$ cat config.mk
export PLATFORM = sky130hd
export DESIGN_NAME = pcc_core
export DESIGN_NICKNAME = d
export VERILOG_FILES = /design/src/pkg/pcc_pkg.sv /design/src/hdl/pcc_core.sv
export SDC_FILE = /design/constraint.sdc
export NUM_CORES = 1
export LEC_CHECK = 0
export ABC_AREA = 1
export BUFFER_PORTS_ARGS = -buffer_cell sky130_fd_sc_hd__buf_2
export CAP_MARGIN = 10
export CELL_PAD_IN_SITES_DETAIL_PLACEMENT = 0
export CELL_PAD_IN_SITES_GLOBAL_PLACEMENT = 1
export CORE_ASPECT_RATIO = 0.7
export CORE_UTILIZATION = 40
export DETAILED_ROUTE_END_ITERATION = 7
export GPL_ROUTABILITY_DRIVEN = 0
export PLACE_DENSITY = 0.82
export SLEW_MARGIN = 25
export SYNTH_ARGS = -nofsm -noshare
export SYNTH_HDL_FRONTEND = slang
export SYNTH_SLANG_ARGS = --single-unit
export TNS_END_PERCENT = 20
$ cat constraint.sdc
create_clock -name clk -period 4.45 [get_ports clk]
set_input_delay 0.445 -clock clk [delete_from_list [all_inputs] [get_ports clk]]
set_output_delay 0.445 -clock clk [all_outputs]
set_load 0.02 [all_outputs]
$ cat src/pkg/pcc_pkg.sv
/*
  Shared constants and types for the primary core clock generator control block:
  register offsets, field positions, reset values, source codes, bus carriers.
  Assumes a 32-bit AXI4-Lite master with byte addressing and a 125 MHz system clock.
*/
package pcc_pkg;

  ////////////////////////////////////////////////////////////////////////////////
  // Bus geometry and answers.
  localparam int         PCC_AW      = 8;
  localparam logic [1:0] RESP_OKAY   = 2'h0;
  localparam logic [1:0] RESP_SLVERR = 2'h2;

  // Register byte offsets.
  localparam logic [PCC_AW-1:0] OFF_OSC_CTRL = 8'h00;
  localparam logic [PCC_AW-1:0] OFF_CLK_DIV  = 8'h04;
  localparam logic [PCC_AW-1:0] OFF_PLL_FBD  = 8'h08;
  localparam logic [PCC_AW-1:0] OFF_RC_TRIM  = 8'h0C;
  localparam logic [PCC_AW-1:0] OFF_PLL_ODIV = 8'h10;
  localparam logic [PCC_AW-1:0] OFF_UNLOCK   = 8'h14;

  // Unlock keys, written in this order to the unlock register.
  localparam logic [15:0] UNLOCK_KEY_FIRST  = 16'h00A5;
  localparam logic [15:0] UNLOCK_KEY_SECOND = 16'h005A;

  ////////////////////////////////////////////////////////////////////////////////
  // Field positions.
  localparam int OSC_CUR_LSB    = 12;
  localparam int OSC_NEXT_LSB   = 8;
  localparam int OSC_LOCK_BIT   = 5;
  localparam int OSC_FAIL_BIT   = 3;
  localparam int OSC_SWREQ_BIT  = 0;
  localparam int DIV_ROI_BIT    = 15;
  localparam int DIV_REDUCE_LSB = 12;
  localparam int DIV_RDEN_BIT   = 11;
  localparam int DIV_RCPOST_LSB = 8;
  localparam int DIV_PRE_LSB    = 0;
  localparam int ODIV_VCO_LSB   = 8;
  localparam int ODIV_P1_LSB    = 4;
  localparam int ODIV_P2_LSB    = 0;

  // Values after reset.
  localparam logic [2:0] REDUCE_RST = 3'h3;
  localparam logic [2:0] RCPOST_RST = 3'h0;
  localparam logic [3:0] PRE_RST    = 4'h1;
  localparam logic [7:0] FBD_RST    = 8'h96;
  localparam logic [5:0] TRIM_RST   = 6'h00;
  localparam logic [1:0] VCO_RST    = 2'h0;
  localparam logic [2:0] P1_RST     = 3'h4;
  localparam logic [2:0] P2_RST     = 3'h1;

  // PLL start-up timer: a least time, rounded up to whole cycles.
  localparam int CLK_PERIOD_NS    = 8;
  localparam int PLL_START_NS     = 2000;
  localparam int PLL_START_CYCLES = (PLL_START_NS + CLK_PERIOD_NS - 1) / CLK_PERIOD_NS;
  localparam int PLL_CNT_W        = 16;

  ////////////////////////////////////////////////////////////////////////////////
  typedef enum logic [2:0] {
    SRC_FAST_RC      = 3'h0,
    SRC_FAST_RC_PLL  = 3'h1,
    SRC_PRIMARY      = 3'h2,
    SRC_PRIMARY_PLL  = 3'h3,
    SRC_RESERVED     = 3'h4,
    SRC_LOW_POWER_RC = 3'h5,
    SRC_BACKUP_RC    = 3'h6,
    SRC_FAST_RC_DIV  = 3'h7
  } pcc_src_t;

  typedef enum logic [2:0] {
    SW_IDLE  = 3'h1,
    SW_BUSY  = 3'h2,
    SW_DRAIN = 3'h4
  } pcc_sw_t;

  typedef struct packed {
    logic              awvalid;
    logic [PCC_AW-1:0] awaddr;
    logic              wvalid;
    logic [31:0]       wdata;
    logic [3:0]        wstrb;
    logic              bready;
    logic              arvalid;
    logic [PCC_AW-1:0] araddr;
    logic              rready;
  } pcc_axi_req_t;

  typedef struct packed {
    logic        awready;
    logic        wready;
    logic        bvalid;
    logic [1:0]  bresp;
    logic        arready;
    logic        rvalid;
    logic [31:0] rdata;
    logic [1:0]  rresp;
  } pcc_axi_rsp_t;

  typedef struct packed {
    pcc_src_t    source;
    logic        switch_go;
    pcc_src_t    switch_target;
    logic [2:0]  cpu_div_log2;
    logic [3:0]  rc_div_log2;
    logic [3:0]  pll_prescale;
    logic [7:0]  pll_feedback;
    logic [5:0]  rc_trim;
    logic [2:0]  vco_div;
    logic [2:0]  first_ratio;
    logic [2:0]  second_ratio;
  } pcc_cfg_t;

endpackage

$ cat src/hdl/pcc_core.sv
/*
  Primary core clock generator control: oscillator control and switch sequencing,
  clock divider register, PLL feedback and output dividers, fast RC trim, all on
  an AXI4-Lite slave. Assumes the clock mux, PLL and fail-safe monitor sit outside;
  their status pins are asynchronous and are synchronised here.
*/
// Our own choices: the address map and the AXI4-Lite slave port.
////////////////////////////////////////////////////////////////////////////////
// What this block does
// PLL settled flag reads 1 on lock or timer expiry while a PLL source runs, else 0.
// Clock-fail flag sets when the fail-safe monitor reports a failure.
// Writing 1 to the fail flag acts as a real failure and traps.
// Switch request moves to the next source and self-clears when done.
// Oscillator control writes take effect only after the unlock sequence.
// Software passes through plain fast RC between the two PLL sources.
// With recover-on-irq set, an interrupt clears the ratio-reduction enable.
// Reduction field divides the processor clock by two to its value.
// Enable clear forces a 1:1 processor-to-peripheral ratio.
// Reduction field writes are ignored while the enable is set.
// Setting the enable is ignored while the reduction field is zero.
// Fast RC postscaler divides by powers of two, 111 divides by 256.
// PLL prescaler divides by 1 to 8, reset to 1.
// Feedback divider resets to 150; software keeps it within 16 to 200.
// Trim field is a signed offset, zero is centre frequency.
// VCO output ratio 11 undivided, 10 by 2, 01 by 3, 00 by 4.
// Software keeps output ratios 1 to 7 with first at least second.
// Software leaves output ratios alone while the PLL runs.
// Output ratios reset to 4 and 1.
// Unimplemented and reserved bits read as zero.
// Source fields share one encoding; reserved code falls back to fast RC.
// Request stays 1 during a switch; current source updates on completion.
module pcc_core
  import pcc_pkg::*;
#(
  parameter pcc_src_t POR_SOURCE   = SRC_FAST_RC_DIV,
  parameter int       START_CYCLES = PLL_START_CYCLES
) (
  // Clock and reset.
  input  wire logic         clk,
  input  wire logic         rst,
  // Register bus.
  input  wire pcc_axi_req_t axi_req,
  output pcc_axi_rsp_t      axi_rsp,
  // Clock system status, asynchronous.
  input  wire logic         pll_lock_in,
  input  wire logic         clock_fail_in,
  input  wire logic         switch_ack_in,
  // Interrupt event from the same clock domain.
  input  wire logic         irq_in,
  // Decoded configuration and trap.
  output pcc_cfg_t          cfg,
  output logic              osc_fail_trap
);

  generate
    // The start-up counter is sixteen bits wide, which bounds the start-up time.
    if (START_CYCLES < 1 || START_CYCLES > 65535) begin : g_bad_start
      $error("START_CYCLES out of range");
    end

    // No clock stands behind the reserved code, so reset must not select it.
    if (POR_SOURCE == SRC_RESERVED) begin : g_bad_por
      $error("POR_SOURCE is the reserved code");
    end
  endgenerate

  // All state is one struct, so reset and update each stay in one place.
  typedef struct packed {
    logic                 lock_s1;
    logic                 lock_s2;
    logic                 fail_s1;
    logic                 fail_s2;
    logic                 fail_s3;
    logic                 ack_s1;
    logic                 ack_s2;
    pcc_src_t             cur_src;
    pcc_src_t             next_sel;
    pcc_src_t             target;
    pcc_sw_t              sw_state;
    logic                 fail_flag;
    logic                 lock_flag;
    logic [PLL_CNT_W-1:0] pll_cnt;
    logic                 timer_done;
    logic [1:0]           unlock_stage;
    logic                 recover_on_irq;
    logic [2:0]           reduce;
    logic                 reduce_en;
    logic [2:0]           rc_post;
    logic [3:0]           prescale;
    logic [7:0]           feedback;
    logic [5:0]           trim;
    logic [1:0]           vco;
    logic [2:0]           post1;
    logic [2:0]           post2;
    logic                 aw_held;
    logic [PCC_AW-1:0]    aw_addr;
    logic                 w_held;
    logic [15:0]          w_data;
    logic [1:0]           w_strb;
    logic                 bvalid;
    logic [1:0]           bresp;
    logic                 rvalid;
    logic [31:0]          rdata;
    logic [1:0]           rresp;
    logic                 trap;
    pcc_cfg_t             cfg;
  } pcc_state_t;

  // The source starts from a parameter that stands in for configuration bits.
  localparam pcc_state_t RESET_STATE = '{
    cur_src:  POR_SOURCE,
    next_sel: POR_SOURCE,
    target:   POR_SOURCE,
    sw_state: SW_IDLE,
    reduce:   REDUCE_RST,
    rc_post:  RCPOST_RST,
    prescale: PRE_RST,
    feedback: FBD_RST,
    trim:     TRIM_RST,
    vco:      VCO_RST,
    post1:    P1_RST,
    post2:    P2_RST,
    cfg:      '{source: POR_SOURCE, switch_target: POR_SOURCE, cpu_div_log2: 3'h0,
                rc_div_log2: 4'h0, pll_prescale: PRE_RST, pll_feedback: FBD_RST,
                rc_trim: TRIM_RST, vco_div: 3'h4, first_ratio: P1_RST,
                second_ratio: P2_RST, switch_go: 1'b0},
    default:  '0
  };

  pcc_state_t s;
  pcc_state_t next_s;

  // Readback of one register; bit 16 marks a mapped address.
  // Unmapped addresses answer zero with the flag low, which becomes an error.
  function automatic logic [16:0] read_word(input pcc_state_t st, input logic [PCC_AW-1:0] a);
    logic [15:0] v;
    logic        hit;
    v   = '0;
    hit = 1'b1;
    case (a)
      OFF_OSC_CTRL: begin
        v[OSC_CUR_LSB +: 3]  = st.cur_src;
        v[OSC_NEXT_LSB +: 3] = st.next_sel;
        v[OSC_LOCK_BIT]      = st.lock_flag;
        v[OSC_FAIL_BIT]      = st.fail_flag;
        v[OSC_SWREQ_BIT]     = (st.sw_state == SW_BUSY);
      end
      OFF_CLK_DIV: begin
        v[DIV_ROI_BIT]          = st.recover_on_irq;
        v[DIV_REDUCE_LSB +: 3]  = st.reduce;
        v[DIV_RDEN_BIT]         = st.reduce_en;
        v[DIV_RCPOST_LSB +: 3]  = st.rc_post;
        v[DIV_PRE_LSB +: 4]     = st.prescale;
      end
      OFF_PLL_FBD:  v[7:0] = st.feedback;
      OFF_RC_TRIM:  v[5:0] = st.trim;
      OFF_PLL_ODIV: begin
        v[ODIV_VCO_LSB +: 2] = st.vco;
        v[ODIV_P1_LSB +: 3]  = st.post1;
        v[ODIV_P2_LSB +: 3]  = st.post2;
      end
      OFF_UNLOCK:   v = '0;
      default:      hit = 1'b0;
    endcase
    return {hit, v};
  endfunction

  ////////////////////////////////////////////////////////////////////////////////
  // Bus handshakes are combinational from held state.
  // Reads and writes run apart, so a read never waits behind a write response.
  always_comb begin
    axi_rsp         = '0;
    axi_rsp.awready = !s.aw_held && !s.bvalid;
    axi_rsp.wready  = !s.w_held && !s.bvalid;
    axi_rsp.bvalid  = s.bvalid;
    axi_rsp.bresp   = s.bresp;
    axi_rsp.arready = !s.rvalid;
    axi_rsp.rvalid  = s.rvalid;
    axi_rsp.rdata   = s.rdata;
    axi_rsp.rresp   = s.rresp;
  end

  assign cfg           = s.cfg;
  assign osc_fail_trap = s.trap;

  ////////////////////////////////////////////////////////////////////////////////
  always_comb begin
    logic [16:0] rd;
    logic [15:0] wv;
    logic [2:0]  red_new;
    pcc_src_t    sel_new;
    logic        pll_on;
    rd      = '0;
    wv      = '0;
    red_new = '0;
    sel_new = SRC_FAST_RC;
    pll_on  = 1'b0;
    next_s  = s;
    next_s.trap = 1'b0;

    // Two flops on each asynchronous pin; logic reads only the second.
    // The third fail flop only marks the rising edge.
    next_s.lock_s1 = pll_lock_in;
    next_s.lock_s2 = s.lock_s1;
    next_s.fail_s1 = clock_fail_in;
    next_s.fail_s2 = s.fail_s1;
    next_s.fail_s3 = s.fail_s2;
    next_s.ack_s1  = switch_ack_in;
    next_s.ack_s2  = s.ack_s1;

    // Address and data channels are taken independently.
    if (axi_req.awvalid && axi_rsp.awready) begin
      next_s.aw_held = 1'b1;
      next_s.aw_addr = axi_req.awaddr;
    end
    if (axi_req.wvalid && axi_rsp.wready) begin
      next_s.w_held = 1'b1;
      next_s.w_data = axi_req.wdata[15:0];
      next_s.w_strb = axi_req.wstrb[1:0];
    end
    if (s.bvalid && axi_req.bready) begin
      next_s.bvalid = 1'b0;
    end

    // Register write once both halves are held.
    // Unstrobed lanes keep their value, so the old word is merged first.
    if (s.aw_held && s.w_held && !s.bvalid) begin
      rd = read_word(s, s.aw_addr);
      wv = rd[15:0];
      if (s.w_strb[0]) begin
        wv[7:0] = s.w_data[7:0];
      end
      if (s.w_strb[1]) begin
        wv[15:8] = s.w_data[15:8];
      end
      next_s.aw_held      = 1'b0;
      next_s.w_held       = 1'b0;
      next_s.bvalid       = 1'b1;
      next_s.bresp        = rd[16] ? RESP_OKAY : RESP_SLVERR;
      next_s.unlock_stage = 2'h0;

      // Any write but the next expected key disarms the unlock, so a stray
      // write cannot leave the oscillator control register open.
      case (s.aw_addr)
        OFF_UNLOCK: begin
          if (s.unlock_stage == 2'h0 && s.w_data == UNLOCK_KEY_FIRST) begin
            next_s.unlock_stage = 2'h1;
          end else if (s.unlock_stage == 2'h1 && s.w_data == UNLOCK_KEY_SECOND) begin
            next_s.unlock_stage = 2'h2;
          end
        end
        OFF_OSC_CTRL: begin
          if (s.unlock_stage == 2'h2) begin
            sel_new         = pcc_src_t'(wv[OSC_NEXT_LSB +: 3]);
            next_s.next_sel = sel_new;
            // Only a rising flag traps, so rewriting a set flag does not trap twice.
            // A monitor event in the same cycle beats a clear, further down.
            if (wv[OSC_FAIL_BIT] && !s.fail_flag) begin
              next_s.fail_flag = 1'b1;
              next_s.trap      = 1'b1;
            end else if (!wv[OSC_FAIL_BIT]) begin
              next_s.fail_flag = 1'b0;
            end
            if (wv[OSC_SWREQ_BIT] && s.sw_state == SW_IDLE) begin
              next_s.sw_state = SW_BUSY;
              next_s.target   = (sel_new == SRC_RESERVED) ? SRC_FAST_RC : sel_new;
            end
          end
        end
        OFF_CLK_DIV: begin
          next_s.recover_on_irq      = wv[DIV_ROI_BIT];
          next_s.rc_post  = wv[DIV_RCPOST_LSB +: 3];
          next_s.prescale = wv[DIV_PRE_LSB +: 4];

          // The enable is judged against the field as it will stand, so one write
          // cannot raise the enable over a zero field.
          red_new = s.reduce_en ? s.reduce : wv[DIV_REDUCE_LSB +: 3];
          next_s.reduce    = red_new;
          next_s.reduce_en = wv[DIV_RDEN_BIT] && (red_new != 3'h0);
        end
        OFF_PLL_FBD:  next_s.feedback = wv[7:0];
        OFF_RC_TRIM:  next_s.trim = wv[5:0];
        OFF_PLL_ODIV: begin
          next_s.vco   = wv[ODIV_VCO_LSB +: 2];
          next_s.post1 = wv[ODIV_P1_LSB +: 3];
          next_s.post2 = wv[ODIV_P2_LSB +: 3];
        end
        default: begin
        end
      endcase
    end

    // Register read.
    // Read data is registered, so it stands unchanged until the master takes it.
    if (s.rvalid && axi_req.rready) begin
      next_s.rvalid = 1'b0;
    end
    if (axi_req.arvalid && axi_rsp.arready) begin
      rd            = read_word(s, axi_req.araddr);
      next_s.rvalid = 1'b1;
      next_s.rdata  = {16'h0000, rd[15:0]};
      next_s.rresp  = rd[16] ? RESP_OKAY : RESP_SLVERR;
    end

    // Hardware events come last so that they win over a software write in the same cycle.
    if (s.fail_s2 && !s.fail_s3) begin
      next_s.fail_flag = 1'b1;
      next_s.trap      = 1'b1;
    end
    if (s.recover_on_irq && irq_in) begin
      next_s.reduce_en = 1'b0;
    end

    // Switch sequencer: hold the request until the mux acknowledges.
    // Waiting for the acknowledge to fall keeps a new request from being
    // completed by the acknowledge of the switch before it.
    case (s.sw_state)
      SW_IDLE: begin
      end
      SW_BUSY: begin
        if (s.ack_s2) begin
          next_s.cur_src  = s.target;
          next_s.sw_state = SW_DRAIN;
        end
      end
      SW_DRAIN: begin
        if (!s.ack_s2) begin
          next_s.sw_state = SW_IDLE;
        end
      end
      default: next_s.sw_state = SW_IDLE;
    endcase

    // PLL start-up timer restarts whenever the PLL leaves service.
    // The lock pin is trusted only while a PLL source runs; the counter then
    // holds at its end value until a source without the PLL is selected.
    pll_on = (s.cur_src == SRC_FAST_RC_PLL) || (s.cur_src == SRC_PRIMARY_PLL);
    if (!pll_on) begin
      next_s.pll_cnt    = '0;
      next_s.timer_done = 1'b0;
    end else if (!s.timer_done) begin
      next_s.pll_cnt = s.pll_cnt + 1'b1;
      if (s.pll_cnt == PLL_CNT_W'(START_CYCLES - 1)) begin
        next_s.timer_done = 1'b1;
      end
    end
    next_s.lock_flag = pll_on && (s.lock_s2 || s.timer_done);

    // Decoded configuration for the clock tree.
    // Decoding from the next state keeps these outputs in step with the
    // registers instead of a cycle behind them.
    next_s.cfg.source        = next_s.cur_src;
    next_s.cfg.switch_go     = (next_s.sw_state == SW_BUSY);
    next_s.cfg.switch_target = next_s.target;
    next_s.cfg.cpu_div_log2  = next_s.reduce_en ? next_s.reduce : 3'h0;
    next_s.cfg.rc_div_log2   = (next_s.rc_post == 3'h7) ? 4'h8 : {1'b0, next_s.rc_post};
    next_s.cfg.pll_prescale  = next_s.prescale;
    next_s.cfg.pll_feedback  = next_s.feedback;
    next_s.cfg.rc_trim       = next_s.trim;
    next_s.cfg.vco_div       = 3'h4 - {1'b0, next_s.vco};
    next_s.cfg.first_ratio   = next_s.post1;
    next_s.cfg.second_ratio  = next_s.post2;
  end

  // Reset loads the power-on register values, including ratios 4 and 1.
  // Answers and flags start low, so nothing is pending after reset.
  always_ff @(posedge clk or posedge rst) begin
    if (rst) begin
      s <= RESET_STATE;
    end else begin
      s <= next_s;
    end
  end

endmodule

==> flow_summary_export.csv <==
group,metric,value,unit
sta,min_period,2260,ps
synthesis,synth_edf_count,0,
floorplan,placementRows,39,
floorplan,core_area,16400,um^2
clocking,cts_hold_buf,0,
clocking,htreeDepth,4,
worst_setup_path,start_kind,"register",
cells_and_area,drive_gt1_frac,0.240,
worst_setup_path,arrival,2570,ps
cells_and_area,fillers,1608,
grt,grt_max_degree,90,
clocking,post_cts_buffers,0,
sta,setup-tns-final,0,ps
grt,first_global_vias,4847,
placement,dp_hpwl,12.3,mm
sta,rsz0062_at_grt,"no",
floorplan,start_util,0.412,
clocking,clockBufferDepth,2,
grt,antenna_found_initial,0,
floorplan,die_y,111,um
sta,skew,10.5,ps
synthesis,synth_ff_type,"dfrtp_1",
clocking,clock_latency,430,ps
placement,port_buffers,109,
power_and_ir_drop,peakVddDrop,454,uV
synthesis,yosys_warnings,0,
cells_and_area,nets,937,
cells_and_area,multi_input_area,2500,um^2
synthesis,syn_area_per_cell,8.33,um^2
cells_and_area,fin_util,0.470,
cells_and_area,finalInstanceArea,7710,um^2
sta,fmax,0.443,GHz
sta,slew_headroom,0.462,
grt,grt.overflow.total,0,
route,drc,0,
cells_and_area,syn_to_final_growth,14.1,%
clocking,cts_resized,0,
clocking,cts_buffers,17,
synthesis,yosys_register_bits,133,
synthesis,async_flop_share,1.00,
worst_setup_path,crit_path_end_kind,"register",
route,first_pass_iters,5,
sta,report.final.hold_viol_count,0,
worst_hold_path,hp-class,"in2reg",
cells_and_area,insertedDiodeCount,0,
sta,finalMaxSlewViolations,0,
route,drt_iter0_drc,457,
floorplan,die_w,157,um
synthesis,yosysSeqAreaShare,0.496,
run_status,status,"complete, no violations",
clocking,cts-root-buf,"clkbuf_16",
route,ant_nets,0,
job,cap_violations,0,
synthesis,syn_inst,812,
clocking,path_clk_slew,60,ps
placement,place_area,7040,um^2
clocking,clock_sinks,133,
power_and_ir_drop,p_leak,0.00393,uW
floorplan,io_pins,146,
floorplan,die_area,17400,um^2
route,wl_per_cell,15.4,um
sta,whs,120,ps
route,routed_wl,17.1,mm
cells_and_area,mostFrequentLayoutCell,"nand2_1",
cells_and_area,regArea,3350,um^2
sta,timing.final.crit_share,0.508,
route,vias_per_cell,4.80,
sta,setup_violations,0,
grt,grt_pass1_wl,26.9,mm
worst_setup_path,cp_data_required_time,4760,ps
cells_and_area,mostFrequentLayoutCells,"202 x nand2_1, 113 x dfrtp_1, 109 x buf_2",
worst_setup_path,crit_fanout,12,
synthesis,netlist_area,6760,um^2
grt,grtUsageTotal,0.205,
clocking,cts_tree,"done",
worst_setup_path,crit_type,"reg2reg",
route,vias,5327,
sta,tightest_slew,804,ps
synthesis,synth_cell_types,47,
power_and_ir_drop,powerDensity,499,nW/um^2
power_and_ir_drop,p_total,3850,uW
## layer usage
metal	up-vias	GRT usage	share of wire
li1	2648	-	-
met1	2458	0.333	0.53
met2	213	0.258	0.38
met3	8	0.0586	0.083
met4	0	0.0524	0.0062
met5	-	0	0
## stage by stage
| step | cells | worst slack (ps) |
|---|---|---|
| floorplan | 829 | 484 |
| global placement | 1077 | 2270 |
| detailed placement | 1077 | 2240 |
| CTS | 1109 | 2220 |
| global route | 1109 | 2070 |
| finish | 1109 | 2190 |
## final timing paths
kind	from	slack [ps]	cells past startpoint	to
max in group asynchronous	rst	3340	3	cfg[34]
worst min register to register	next_s[175]	340	0	s[175]
worst min-delay path	clock_fail_in	120	1	next_s[178]
worst max-delay path	axi_rsp[38]	2190	6	cfg[7]
min in group asynchronous	rst	190	2	next_s[180]
worst max register to register	axi_rsp[38]	2190	6	cfg[7]
## area by class of cell
class / instances / share of cell area
clock inverter: 12 / 0.0260
inverter: 88 / 0.0438
clock buffer: 20 / 0.0605
sequential: 133 / 0.435
timing repair buffer: 113 / 0.0746
multi-input combinational: 518 / 0.324
tap: 225 / 0.0365
## critical path: stages (launching register included)
cell and delay (ps):
dfrtp_1 410, inv_1 90, nand3_2 310, nor2_2 390
inv_1 270, o21ai_0 360, ha_1 300
## cells in the mapped netlist, types with 2 or more instances
library cell  number  area (um^2)
dfstp_2           20          526
ha_1               3         37.5
nand2_1          203          762
o21bai_1           2         15.0
nand3_1           28          140
o22ai_1            6         37.5
inv_1             79          297
buf_2              2         10.0
inv_2              6         22.5
nand3_2            2         20.0
nand2_2            5         31.3
clkbuf_1           8         30.0
o21ai_0           46          230
nor2_2             6         37.5
buf_4             79          593
dfrtp_1          113         2830
o21ai_2            3         26.3
a21oi_1           50          250
nor2_4             4         45.0
o31ai_1            3         22.5
a21oi_2            2         17.5
clkinv_1           2         7.51
o21ai_1            6         30.0
nand4_1            9         56.3
nor3_1            10         50.1
nor4_1             5         31.3
mux2_2             9          101
nor2_1            81          304
a211oi_1           2         15.0
## where the power goes
group / leakage [uW] / internal (uW) / switching [uW]
Clock: 0.000318 / 1040 / 552
Combinational: 0.00195 / 228 / 506
Sequential: 0.00166 / 1370 / 150
## logic make-up (layout without fill, tap and decap cells)
| family | after synthesis | after routing | synth area share |
|---|---|---|---|
| compound gates | 129 | 129 | 0.108 |
| simple gates | 359 | 359 | 0.230 |
| buf+inv | 178 | 233 | 0.145 |
| mux | 9 | 9 | 0.0150 |
| other cells | 1 | 18 | 0.000555 |
| fa+ha+maj | 3 | 3 | 0.00555 |
| flops | 133 | 133 | 0.496 |
## sequential cells by signal, indices dropped and copies added (netlist names)
name           cells
osc_fail_trap      1
cfg               41
next_s             4
axi_rsp           20
s                 67
Note: power is estimated with default switching activity, not from simulation.
